<file path="config.mk">
export PLATFORM = sky130hd
export DESIGN_NAME = wes_device_flat
export DESIGN_NICKNAME = d
export VERILOG_FILES = /design/src/wes_pkg.sv /design/src/wes_link_if.sv /design/src/wes_device.sv /design/src/flat_wrapper.sv
export VERILOG_INCLUDE_DIRS = /design/src
export SDC_FILE = /design/constraint.sdc
export NUM_CORES = 1
export LEC_CHECK = 0
export ABC_AREA = 1
export BUFFER_PORTS_ARGS = -buffer_cell sky130_fd_sc_hd__buf_2
export CAP_MARGIN = 10
export CORE_ASPECT_RATIO = 0.7
export CORE_MARGIN = 2
export CORE_UTILIZATION = 40
export CTS_CLUSTER_SIZE = 10
export DETAILED_ROUTE_END_ITERATION = 8
export PLACE_DENSITY = 0.59
export SLEW_MARGIN = 20
export SYNTH_ARGS = -nofsm -noshare
export SYNTH_HDL_FRONTEND = slang
export SYNTH_SLANG_ARGS = --single-unit
</file>
<file path="constraint.sdc">
create_clock -name hclk -period 2.4 [get_ports hclk]
set_input_delay 0.24 -clock hclk [delete_from_list [all_inputs] [get_ports hclk]]
set_output_delay 0.24 -clock hclk [all_outputs]
set_load 0.02 [all_outputs]
</file>
<file path="src/wes_consts.svh">
// Constants for the wake event and ready logic and its controller
`ifndef WES_CONSTS_SVH
`define WES_CONSTS_SVH

// ----------------------------------------------------------------------
// Device register offsets on the link
// ----------------------------------------------------------------------
`define WES_OFF_PWC 8'h84
`define WES_OFF_HWCFG 8'h74
`define WES_OFF_BYTE_TEST 8'h64
`define WES_BYTE_TEST_VAL 32'h1234abcd

// ----------------------------------------------------------------------
// Field positions of power_wake_control
// ----------------------------------------------------------------------
`define WES_BIT_READY 0
`define WES_BIT_OUT_EN 1
`define WES_BIT_POL 2
`define WES_BIT_PULSE_SEL 3
`define WES_CAUSE_LO 4
`define WES_CAUSE_HI 5
`define WES_BIT_DRIVE 6
`define WES_BIT_ENERGY_DETECT_ENABLE 8
`define WES_BIT_FRAME_EN 9
`define WES_PSS_LO 12
`define WES_PSS_HI 13

// ----------------------------------------------------------------------
// Power state select encodings
// ----------------------------------------------------------------------
`define WES_PSS_NORMAL 2'h0
`define WES_PSS_FRAME 2'h1
`define WES_PSS_ENERGY 2'h2

// ----------------------------------------------------------------------
// Timing
// ----------------------------------------------------------------------
`define WES_CLK_HZ 20000000
`define WES_PULSE_MS 50
`define WES_PULSE_CYCLES ((`WES_PULSE_MS * `WES_CLK_HZ) / 1000)
`define WES_STAB_CYCLES 64

// ----------------------------------------------------------------------
// Controller register offsets on AHB-Lite
// ----------------------------------------------------------------------
`define WES_HOFF_CMD 8'h00
`define WES_HOFF_WDATA 8'h04
`define WES_HOFF_RDATA 8'h08
`define WES_HOFF_STATUS 8'h0c
`define WES_CMD_WRITE_BIT 0
`define WES_CMD_ADDR_LO 8
`define WES_CMD_ADDR_HI 15
`define WES_ST_BUSY 0
`define WES_ST_READY_SEEN 1
`define WES_ST_REFUSED 2

`endif

</file>
<file path="src/wes_pkg.sv">
// Types shared by the wake event device end and its controller
`default_nettype none
package wes_pkg;
   typedef enum logic [1:0] {WES_RUN, WES_SLEEP, WES_WAKING} wes_pstate_t;
   typedef enum logic {WES_H_IDLE, WES_H_REQ} wes_hstate_t;
endpackage
`default_nettype wire

</file>
<file path="src/wes_link_if.sv">
// Register link between the controller and the wake event device
`timescale 1ns/10ps
`default_nettype none
interface wes_link_if;
   logic req;
   logic we;
   logic [7:0] addr;
   logic [31:0] wdata;
   logic ack;
   logic [31:0] rdata;
   modport device (input req, input we, input addr, input wdata, output ack, output rdata);
   modport host (output req, output we, output addr, output wdata, input ack, input rdata);
endinterface
`default_nettype wire

</file>
<file path="src/wes_device.sv">
// Wake event status, wake output and ready logic of the device end
//
// Added by the designer: the register offsets and the AHB-Lite register port.
`include "wes_consts.svh"
`timescale 1ns/10ps
`default_nettype none
module wes_device
   import wes_pkg::*;
#(
   parameter int unsigned PULSE_CYCLES = `WES_PULSE_CYCLES,
   parameter int unsigned STAB_CYCLES = `WES_STAB_CYCLES
) (
   input wire logic hclk,
   input wire logic hresetn,
   input wire logic ce,
   wes_link_if.device link,
   input wire logic energy_src,
   input wire logic frame_src,
   output logic wake_event_output,
   output logic wake_event_output_oe_n,
   output logic wake_event_interrupt,
   output logic device_ready
);
   localparam int PW = $clog2(PULSE_CYCLES + 1);
   localparam int SW = $clog2(STAB_CYCLES + 1);

   wes_pstate_t pstate_q;
   logic [SW-1:0] stab_cnt_q;
   logic [PW-1:0] pulse_cnt_q;
   logic [1:0] power_state_select_q;
   logic wake_frame_enable_q;
   logic energy_detect_enable_q;
   logic wake_output_drive_type_q;
   logic [1:0] wake_cause_field_q;
   logic wake_pulse_select_q;
   logic wake_output_polarity_q;
   logic wake_output_enable_q;
   logic ack_q;
   logic [31:0] rdata_q;
   logic out_q;
   logic oe_n_q;

   logic ready;
   logic take;
   logic wr_pwc;
   logic wr_byte_test;
   logic [1:0] enables;
   logic [1:0] pending;
   logic [1:0] set_v;
   logic [1:0] clr_v;
   logic new_event;
   logic trig;
   logic active;
   logic asserted;
   logic wake_req;
   logic [31:0] pwc_value;

   // ----------------------------------------------------------------------
   // Link decode
   // ----------------------------------------------------------------------
   assign ready = (pstate_q == WES_RUN);
   // One take per request: the held request is not seen again while acked
   assign take = ce && link.req && !ack_q;
   assign wr_pwc = take && link.we && (link.addr == `WES_OFF_PWC) && ready;
   assign wr_byte_test = take && link.we && (link.addr == `WES_OFF_BYTE_TEST);

   // ----------------------------------------------------------------------
   // Wake cause tracking
   // ----------------------------------------------------------------------
   assign enables = {wake_frame_enable_q, energy_detect_enable_q};
   assign pending = {frame_src, energy_src};
   assign set_v = pending & enables;
   // Clear only in full power, and never over a pending source
   assign clr_v = wr_pwc ? (link.wdata[`WES_CAUSE_HI:`WES_CAUSE_LO] & ~pending) : 2'h0;
   assign new_event = |(set_v & ~wake_cause_field_q);
   assign trig = |(wake_cause_field_q & enables);
   assign wake_event_interrupt = trig;

   always_ff @(posedge hclk or negedge hresetn) begin
      if (!hresetn) begin
         wake_cause_field_q <= 2'h0;
      end else if (ce) begin
         // Set wins over a clear in the same cycle
         wake_cause_field_q <= set_v | (wake_cause_field_q & ~clr_v);
      end
   end

   // ----------------------------------------------------------------------
   // Pulse timer
   // ----------------------------------------------------------------------
   always_ff @(posedge hclk or negedge hresetn) begin
      if (!hresetn) begin
         pulse_cnt_q <= '0;
      end else if (ce) begin
         if (!wake_pulse_select_q) begin
            pulse_cnt_q <= '0;
         end else if (pulse_cnt_q != '0) begin
            // Cut short once the cause or its enable is gone
            pulse_cnt_q <= trig ? pulse_cnt_q - PW'(1) : '0;
         end else if (new_event) begin
            // Starts on the edge that sets the cause, before trig is seen
            pulse_cnt_q <= PW'(PULSE_CYCLES);
         end
      end
   end

   assign active = wake_pulse_select_q ? (pulse_cnt_q != '0) : trig;
   assign asserted = active && wake_output_enable_q;

   // ----------------------------------------------------------------------
   // Wake pin driver
   // ----------------------------------------------------------------------
   always_ff @(posedge hclk or negedge hresetn) begin
      if (!hresetn) begin
         out_q <= 1'b0;
         oe_n_q <= 1'b1;
      end else if (ce) begin
         if (wake_output_drive_type_q) begin
            out_q <= wake_output_polarity_q ? asserted : !asserted;
            oe_n_q <= 1'b0;
         end else begin
            // Wired-or line: only ever pull low, polarity ignored
            out_q <= 1'b0;
            oe_n_q <= !asserted;
         end
      end
   end

   assign wake_event_output = out_q;
   assign wake_event_output_oe_n = oe_n_q;

   // ----------------------------------------------------------------------
   // Power state and ready
   // ----------------------------------------------------------------------
   assign wake_req = ((power_state_select_q == `WES_PSS_FRAME) && wake_cause_field_q[1]) ||
                     ((power_state_select_q == `WES_PSS_ENERGY) && wake_cause_field_q[0]);

   always_ff @(posedge hclk or negedge hresetn) begin
      if (!hresetn) begin
         pstate_q <= WES_WAKING;
         stab_cnt_q <= SW'(STAB_CYCLES);
      end else if (ce) begin
         case (pstate_q)
            WES_RUN: begin
               if (wr_pwc && link.wdata[`WES_PSS_HI:`WES_PSS_LO] != `WES_PSS_NORMAL) begin
                  pstate_q <= WES_SLEEP;
               end
            end
            WES_SLEEP: begin
               if (wr_byte_test || wake_req) begin
                  pstate_q <= WES_WAKING;
                  stab_cnt_q <= SW'(STAB_CYCLES);
               end
            end
            WES_WAKING: begin
               // Ready rises only after the settle count runs out
               if (stab_cnt_q == '0) begin
                  pstate_q <= WES_RUN;
               end else begin
                  stab_cnt_q <= stab_cnt_q - SW'(1);
               end
            end
            default: begin
               pstate_q <= WES_WAKING;
               stab_cnt_q <= SW'(STAB_CYCLES);
            end
         endcase
      end
   end

   assign device_ready = ready;

   // ----------------------------------------------------------------------
   // Control bits
   // ----------------------------------------------------------------------
   always_ff @(posedge hclk or negedge hresetn) begin
      if (!hresetn) begin
         power_state_select_q <= `WES_PSS_NORMAL;
         wake_frame_enable_q <= 1'b0;
         energy_detect_enable_q <= 1'b0;
         wake_output_drive_type_q <= 1'b0;
         wake_pulse_select_q <= 1'b0;
         wake_output_polarity_q <= 1'b0;
         wake_output_enable_q <= 1'b0;
      end else if (ce) begin
         if (wr_pwc) begin
            power_state_select_q <= link.wdata[`WES_PSS_HI:`WES_PSS_LO];
            wake_frame_enable_q <= link.wdata[`WES_BIT_FRAME_EN];
            energy_detect_enable_q <= link.wdata[`WES_BIT_ENERGY_DETECT_ENABLE];
            wake_output_drive_type_q <= link.wdata[`WES_BIT_DRIVE];
            wake_pulse_select_q <= link.wdata[`WES_BIT_PULSE_SEL];
            wake_output_polarity_q <= link.wdata[`WES_BIT_POL];
            wake_output_enable_q <= link.wdata[`WES_BIT_OUT_EN];
         end else if (pstate_q == WES_WAKING && stab_cnt_q == '0) begin
            // Self-clearing once back in full power
            power_state_select_q <= `WES_PSS_NORMAL;
         end
      end
   end

   // ----------------------------------------------------------------------
   // Read path
   // ----------------------------------------------------------------------
   always_comb begin
      pwc_value = 32'h0;
      pwc_value[`WES_PSS_HI:`WES_PSS_LO] = power_state_select_q;
      pwc_value[`WES_BIT_FRAME_EN] = wake_frame_enable_q;
      pwc_value[`WES_BIT_ENERGY_DETECT_ENABLE] = energy_detect_enable_q;
      pwc_value[`WES_BIT_DRIVE] = wake_output_drive_type_q;
      pwc_value[`WES_CAUSE_HI:`WES_CAUSE_LO] = wake_cause_field_q;
      pwc_value[`WES_BIT_PULSE_SEL] = wake_pulse_select_q;
      pwc_value[`WES_BIT_POL] = wake_output_polarity_q;
      pwc_value[`WES_BIT_OUT_EN] = wake_output_enable_q;
      pwc_value[`WES_BIT_READY] = ready;
   end

   always_ff @(posedge hclk or negedge hresetn) begin
      if (!hresetn) begin
         ack_q <= 1'b0;
         rdata_q <= 32'h0;
      end else if (ce) begin
         ack_q <= take;
         if (take && !link.we) begin
            if (link.addr == `WES_OFF_PWC) begin
               rdata_q <= pwc_value;
            end else if (link.addr == `WES_OFF_BYTE_TEST && ready) begin
               rdata_q <= `WES_BYTE_TEST_VAL;
            end else begin
               rdata_q <= 32'h0;
            end
         end
      end
   end

   assign link.ack = ack_q;
   assign link.rdata = rdata_q;
endmodule
`default_nettype wire

</file>
<file path="src/flat_wrapper.sv">
// flat-port wrapper written by rule: the top's interface ports become plain ports
module wes_device_flat import wes_pkg::*;
#(
   parameter int unsigned PULSE_CYCLES = `WES_PULSE_CYCLES,
   parameter int unsigned STAB_CYCLES = `WES_STAB_CYCLES
)
  (hclk, hresetn, ce, energy_src, frame_src, wake_event_output, wake_event_output_oe_n, wake_event_interrupt, device_ready, link_req, link_we, link_addr, link_wdata, link_ack, link_rdata);
  wes_link_if link_i ();
  input wire logic hclk;
  input wire logic hresetn;
  input wire logic ce;
  input wire logic energy_src;
  input wire logic frame_src;
  output logic wake_event_output;
  output logic wake_event_output_oe_n;
  output logic wake_event_interrupt;
  output logic device_ready;
  input wire logic [$bits(link_i.req)-1:0] link_req;
  input wire logic [$bits(link_i.we)-1:0] link_we;
  input wire logic [$bits(link_i.addr)-1:0] link_addr;
  input wire logic [$bits(link_i.wdata)-1:0] link_wdata;
  output wire logic [$bits(link_i.ack)-1:0] link_ack;
  output wire logic [$bits(link_i.rdata)-1:0] link_rdata;
  assign link_i.req = link_req;
  assign link_i.we = link_we;
  assign link_i.addr = link_addr;
  assign link_i.wdata = link_wdata;
  assign link_ack = link_i.ack;
  assign link_rdata = link_i.rdata;
  wes_device #(.PULSE_CYCLES(PULSE_CYCLES), .STAB_CYCLES(STAB_CYCLES)) u_core (.hclk(hclk), .hresetn(hresetn), .ce(ce), .link(link_i), .energy_src(energy_src), .frame_src(frame_src), .wake_event_output(wake_event_output), .wake_event_output_oe_n(wake_event_output_oe_n), .wake_event_interrupt(wake_event_interrupt), .device_ready(device_ready));
endmodule
</file>
==> flow_metrics.py <==
metrics = {
    "cells_and_area": {
        "multi_input_comb_area_sq_um": 1830,
        "final_layout_size_suffix_gt1_frac": 0.195,
        "area_growth_syn_to_layout_pct": 11.1,
        "final_core_util": 0.465,
        "finalNetCount": 599,
        "final-seq-area_sq_um": 1360,
        "finalNonFillerCells": 669,
        "n_antenna_cell": 0,
        "n_fill_cell": 886,
    },
    "die": {
        "floorplan.io_pins": 84,
        "die-area_sq_um": 9780,
        "die_h_um": 83.3,
        "floorplan_core_area_sq_um": 8580,
        "std_cell_rows": 28,
        "fp.dieW_um": 117,
        "initial_core_util": 0.419,
    },
    "clocking": {
        "clkTransAtPathRegs_ns": 0.08,
        "cts_tree": "yes",
        "ctsHoldBuffers": 1,
        "cts.sinks": 54,
        "post_cts.repair.setup_buffers": 0,
        "clock_tree.buffer_depth": 2,
        "root_buffer": "clkbuf_16",
        "cts.htree.levels": 2,
        "ctsResizeCount": 0,
        "tritoncts.num_buffers": 5,
        "worst_skew_pair.late_latency_ns": 0.30,
    },
    "yosys": {
        "ys.warnings.count": 0,
        "ys_top_cells_by_area": "dfrtp_1, nand2_1, nand3_1, nor2_1, inv_1",
        "synth_enable_flop_cells": 0,
        "post_synthesis_cell_area_sq_um": 3600,
        "synth_top_flop_cell": "dfrtp_1",
        "avgSynthCellArea_sq_um": 7.07,
        "netlist.area_leader.share": 0.355,
        "synth-async-reset-ratio": 1.00,
        "yosys_register_bits": 54,
        "unique_cell_type_count_in_the_yosys_netlist": 37,
        "netlist_instances": 509,
        "synth.largest_area_cell": "dfrtp_1",
        "post_synthesis_sequential_area_ratio": 0.377,
    },
    "grt": {
        "grt_antenna_before_repair": 1,
        "globalRoute.totalOverflow": 0,
        "grt_start_max_net_pins": 32,
        "grt_first_pass_wirelength_um": 14000,
        "groute.usage.overall": 0.174,
        "grt_pass1_vias": 2821,
    },
    "hold_path": {
        "whs_path_depth": 3,
        "timing.hold.worst.class": "in -> reg",
        "hold_end": "u_core.wake_output_enable_q",
        "timing.hold.worst.start": "link_wdata[1]",
    },
    "status": {
        "run_status": "finished clean",
    },
    "worst_setup_path": {
        "critPathKind": "reg -> reg",
        "r2r_slack_ns": 0.58,
        "path_delay_family": "simple AND/OR/NAND/NOR gates",
        "worst-path-buf-inv": 0,
        "critical_path.endpoint_type": "flip-flop",
        "startpoint_type": "flip-flop",
        "timing.critical_path.arrival_ns": 2.01,
        "critical_path_cell_list": "nor2_2 -> nand3_1 -> nor2_2 -> o21ai_0 -> nand2_1 -> nand2_1",
        "cp_data_required_time_ns": 2.59,
        "timing.reg2reg.worst_path_depth": 6,
        "reg2reg_to": "u_core.power_state_select_q[0]",
        "worstReg2RegStart": "u_core.pstate_q[0]",
        "critPathSlowestCell": "nor2_2",
        "slowest_delay_ns": 0.51,
        "critical_path.max_fanout": 17,
    },
    "sta": {
        "timing.final.crit_period_ns": 1.82,
        "max_slew_margin": 0.588,
        "setup_tns_final_ns": 0,
        "fin_skew_ns": 0.00711,
        "worst_slew_pin_slew_ns": 0.617,
        "unrepaired_setup_endpoints_after_global_routing": "no",
        "hold_violations": 0,
        "drv_slew": 0,
        "min_period_over_period": 0.757,
        "maxClockFrequency_mhz": 551,
        "setup_viol_count_final": 0,
    },
    "flow_run": {
        "drv.max_cap_violation_count": 0,
    },
    "drt": {
        "detail_route.iter0.violations": 183,
        "final_antenna_net_count": 0,
        "viasPerCell": 4.71,
        "drc_errors": 0,
        "final_wirelength_um": 8360,
        "wire_per_inst_um": 12.5,
        "first_pass_detailed_route_iteration_total": 5,
        "num_vias": 3153,
    },
    "placed_design": {
        "place_congestion": 0.917,
        "numPlacedInstances": 660,
        "port-buffer-count": 48,
        "hpwl_um": 6340,
    },
    "power_and_ir_drop": {
        "power_density_nw_per_um2": 1000,
        "total_leakage_power_nw": 2.24,
        "worst_ir_drop_vdd_uv": 463,
    },
}
kinds of logic after synthesis:
logic type,synth area share
xor gates and xnor gates,0.0146
DFF,0.377
and+or+nand+nor,0.400
adders and majority gates,0.0139
AOI/OAI and AO/OA,0.0671
other,0.00104
buffers and inverters,0.127
worst max path at each step:
stage                               start                              to  depth (start not counted)
finish                 u_core.pstate_q[0]  u_core.power_state_select_q[0]                          6
global route           u_core.pstate_q[0]  u_core.power_state_select_q[0]                          6
CTS                 u_core.pulse_cnt_q[0]           u_core.pulse_cnt_q[5]                         10
detailed placement     u_core.pstate_q[0]  u_core.power_state_select_q[0]                          6
global placement       u_core.pstate_q[0]  u_core.power_state_select_q[0]                          6
floorplan           u_core.pulse_cnt_q[0]           u_core.pulse_cnt_q[3]                         10
worst reg2reg max path, stage by stage (launching register included):
cell and delay (ns):
dfrtp_1 0.45, nor2_2 0.24, nand3_1 0.16, nor2_2 0.51, o21ai_0 0.22, nand2_1 0.10, nand2_1 0.05
through the flow:
stage / hold WS, ns / setup slack [ns] / power, mW / cell area [sq um]
finish: 0.141 / 0.584 / 4.00 / 4000
global route: 0.160 / 0.375 / 4.36 / 4000
CTS: 0.139 / 0.584 / 4.03 / 4000
detailed placement: 0.284 / 0.610 / 3.23 / 3830
global placement: 0.277 / 0.636 / 3.19 / 3830
floorplan: -0.0556 / 0.877 / 2.87 / 3640
layout make-up:
| type | instances | share of cell area |
|---|---|---|
| clock buffer | 5 | 0.0313 |
| clock inverter | 3 | 0.00720 |
| inverter | 57 | 0.0548 |
| multi-input combinational | 378 | 0.459 |
| sequential | 54 | 0.339 |
| tap | 120 | 0.0376 |
| timing repair buffer | 52 | 0.0714 |
cells in the mapped netlist (2+ instances only):
cell type and number:
clkinv_1 2, nor3_1 7, nor2_1 55, or2_2 5, clkbuf_1 3, dfstp_2 3, nand2_1 161, o31ai_1 4
inv_1 49, nand3_2 2, nor3_2 3, o21ai_1 9, o21ai_0 17, nand2_2 5, nand2_4 2, o21bai_1 3
o21ai_2 4, inv_2 5, dfrtp_1 51, nand4_1 4, buf_6 2, buf_2 3, nor2_4 5, buf_4 23
nand3_1 51, ha_1 4, nor2_2 10, a31oi_1 3, xor2_1 6
where the power goes:
| part | internal [mW] | total, mW | leakage (nW) | switching [mW] |
|---|---|---|---|---|
| clock network | 0.399 | 0.773 | 0.0759 | 0.374 |
| logic | 0.653 | 1.88 | 1.48 | 1.23 |
| registers | 1.13 | 1.35 | 0.679 | 0.226 |
metal layers:
| metal | part of all wire | GRT usage | up-vias |
|---|---|---|---|
| met4 | 0.0020 | 0.0296 | 0 |
| met2 | 0.42 | 0.254 | 66 |
| li1 | - | - | 1648 |
| met5 | 0 | 0 | - |
| met3 | 0.061 | 0.0357 | 2 |
| met1 | 0.52 | 0.268 | 1437 |
placed cells by master, fill, tap and decap left out, drive strengths merged:
cell / count
nand2: 168
nor2: 71
inv: 56
nand3: 53
dfrtp: 51
buf: 51
o21ai: 30
conb: 13
nor3: 10
xor2: 6
or2: 5
clkbuf: 5
nand4: 5
o31ai: 4
ha: 4
clkinv: 4
a31oi: 3
o21bai: 3
dfstp: 3
nand3b: 1
or3: 1
a21oi: 1
dlygate4sd3: 1
registers in the layout (all words and copies together) (netlist names):
signal / flops
u_core.wake_cause_field_q: 2
u_core.pstate_q: 2
u_core.wake_output_polarity_q: 1
u_core.wake_event_output: 1
u_core.wake_frame_enable_q: 1
u_core.wake_output_drive_type_q: 1
u_core.stab_cnt_q: 7
u_core.wake_output_enable_q: 1
u_core.wake_event_output_oe_n: 1
u_core.energy_detect_enable_q: 1
u_core.link.rdata: 12
u_core.pulse_cnt_q: 20
u_core.link.ack: 1
u_core.wake_pulse_select_q: 1
u_core.power_state_select_q: 2
Power figures use the tool's default switching activity.
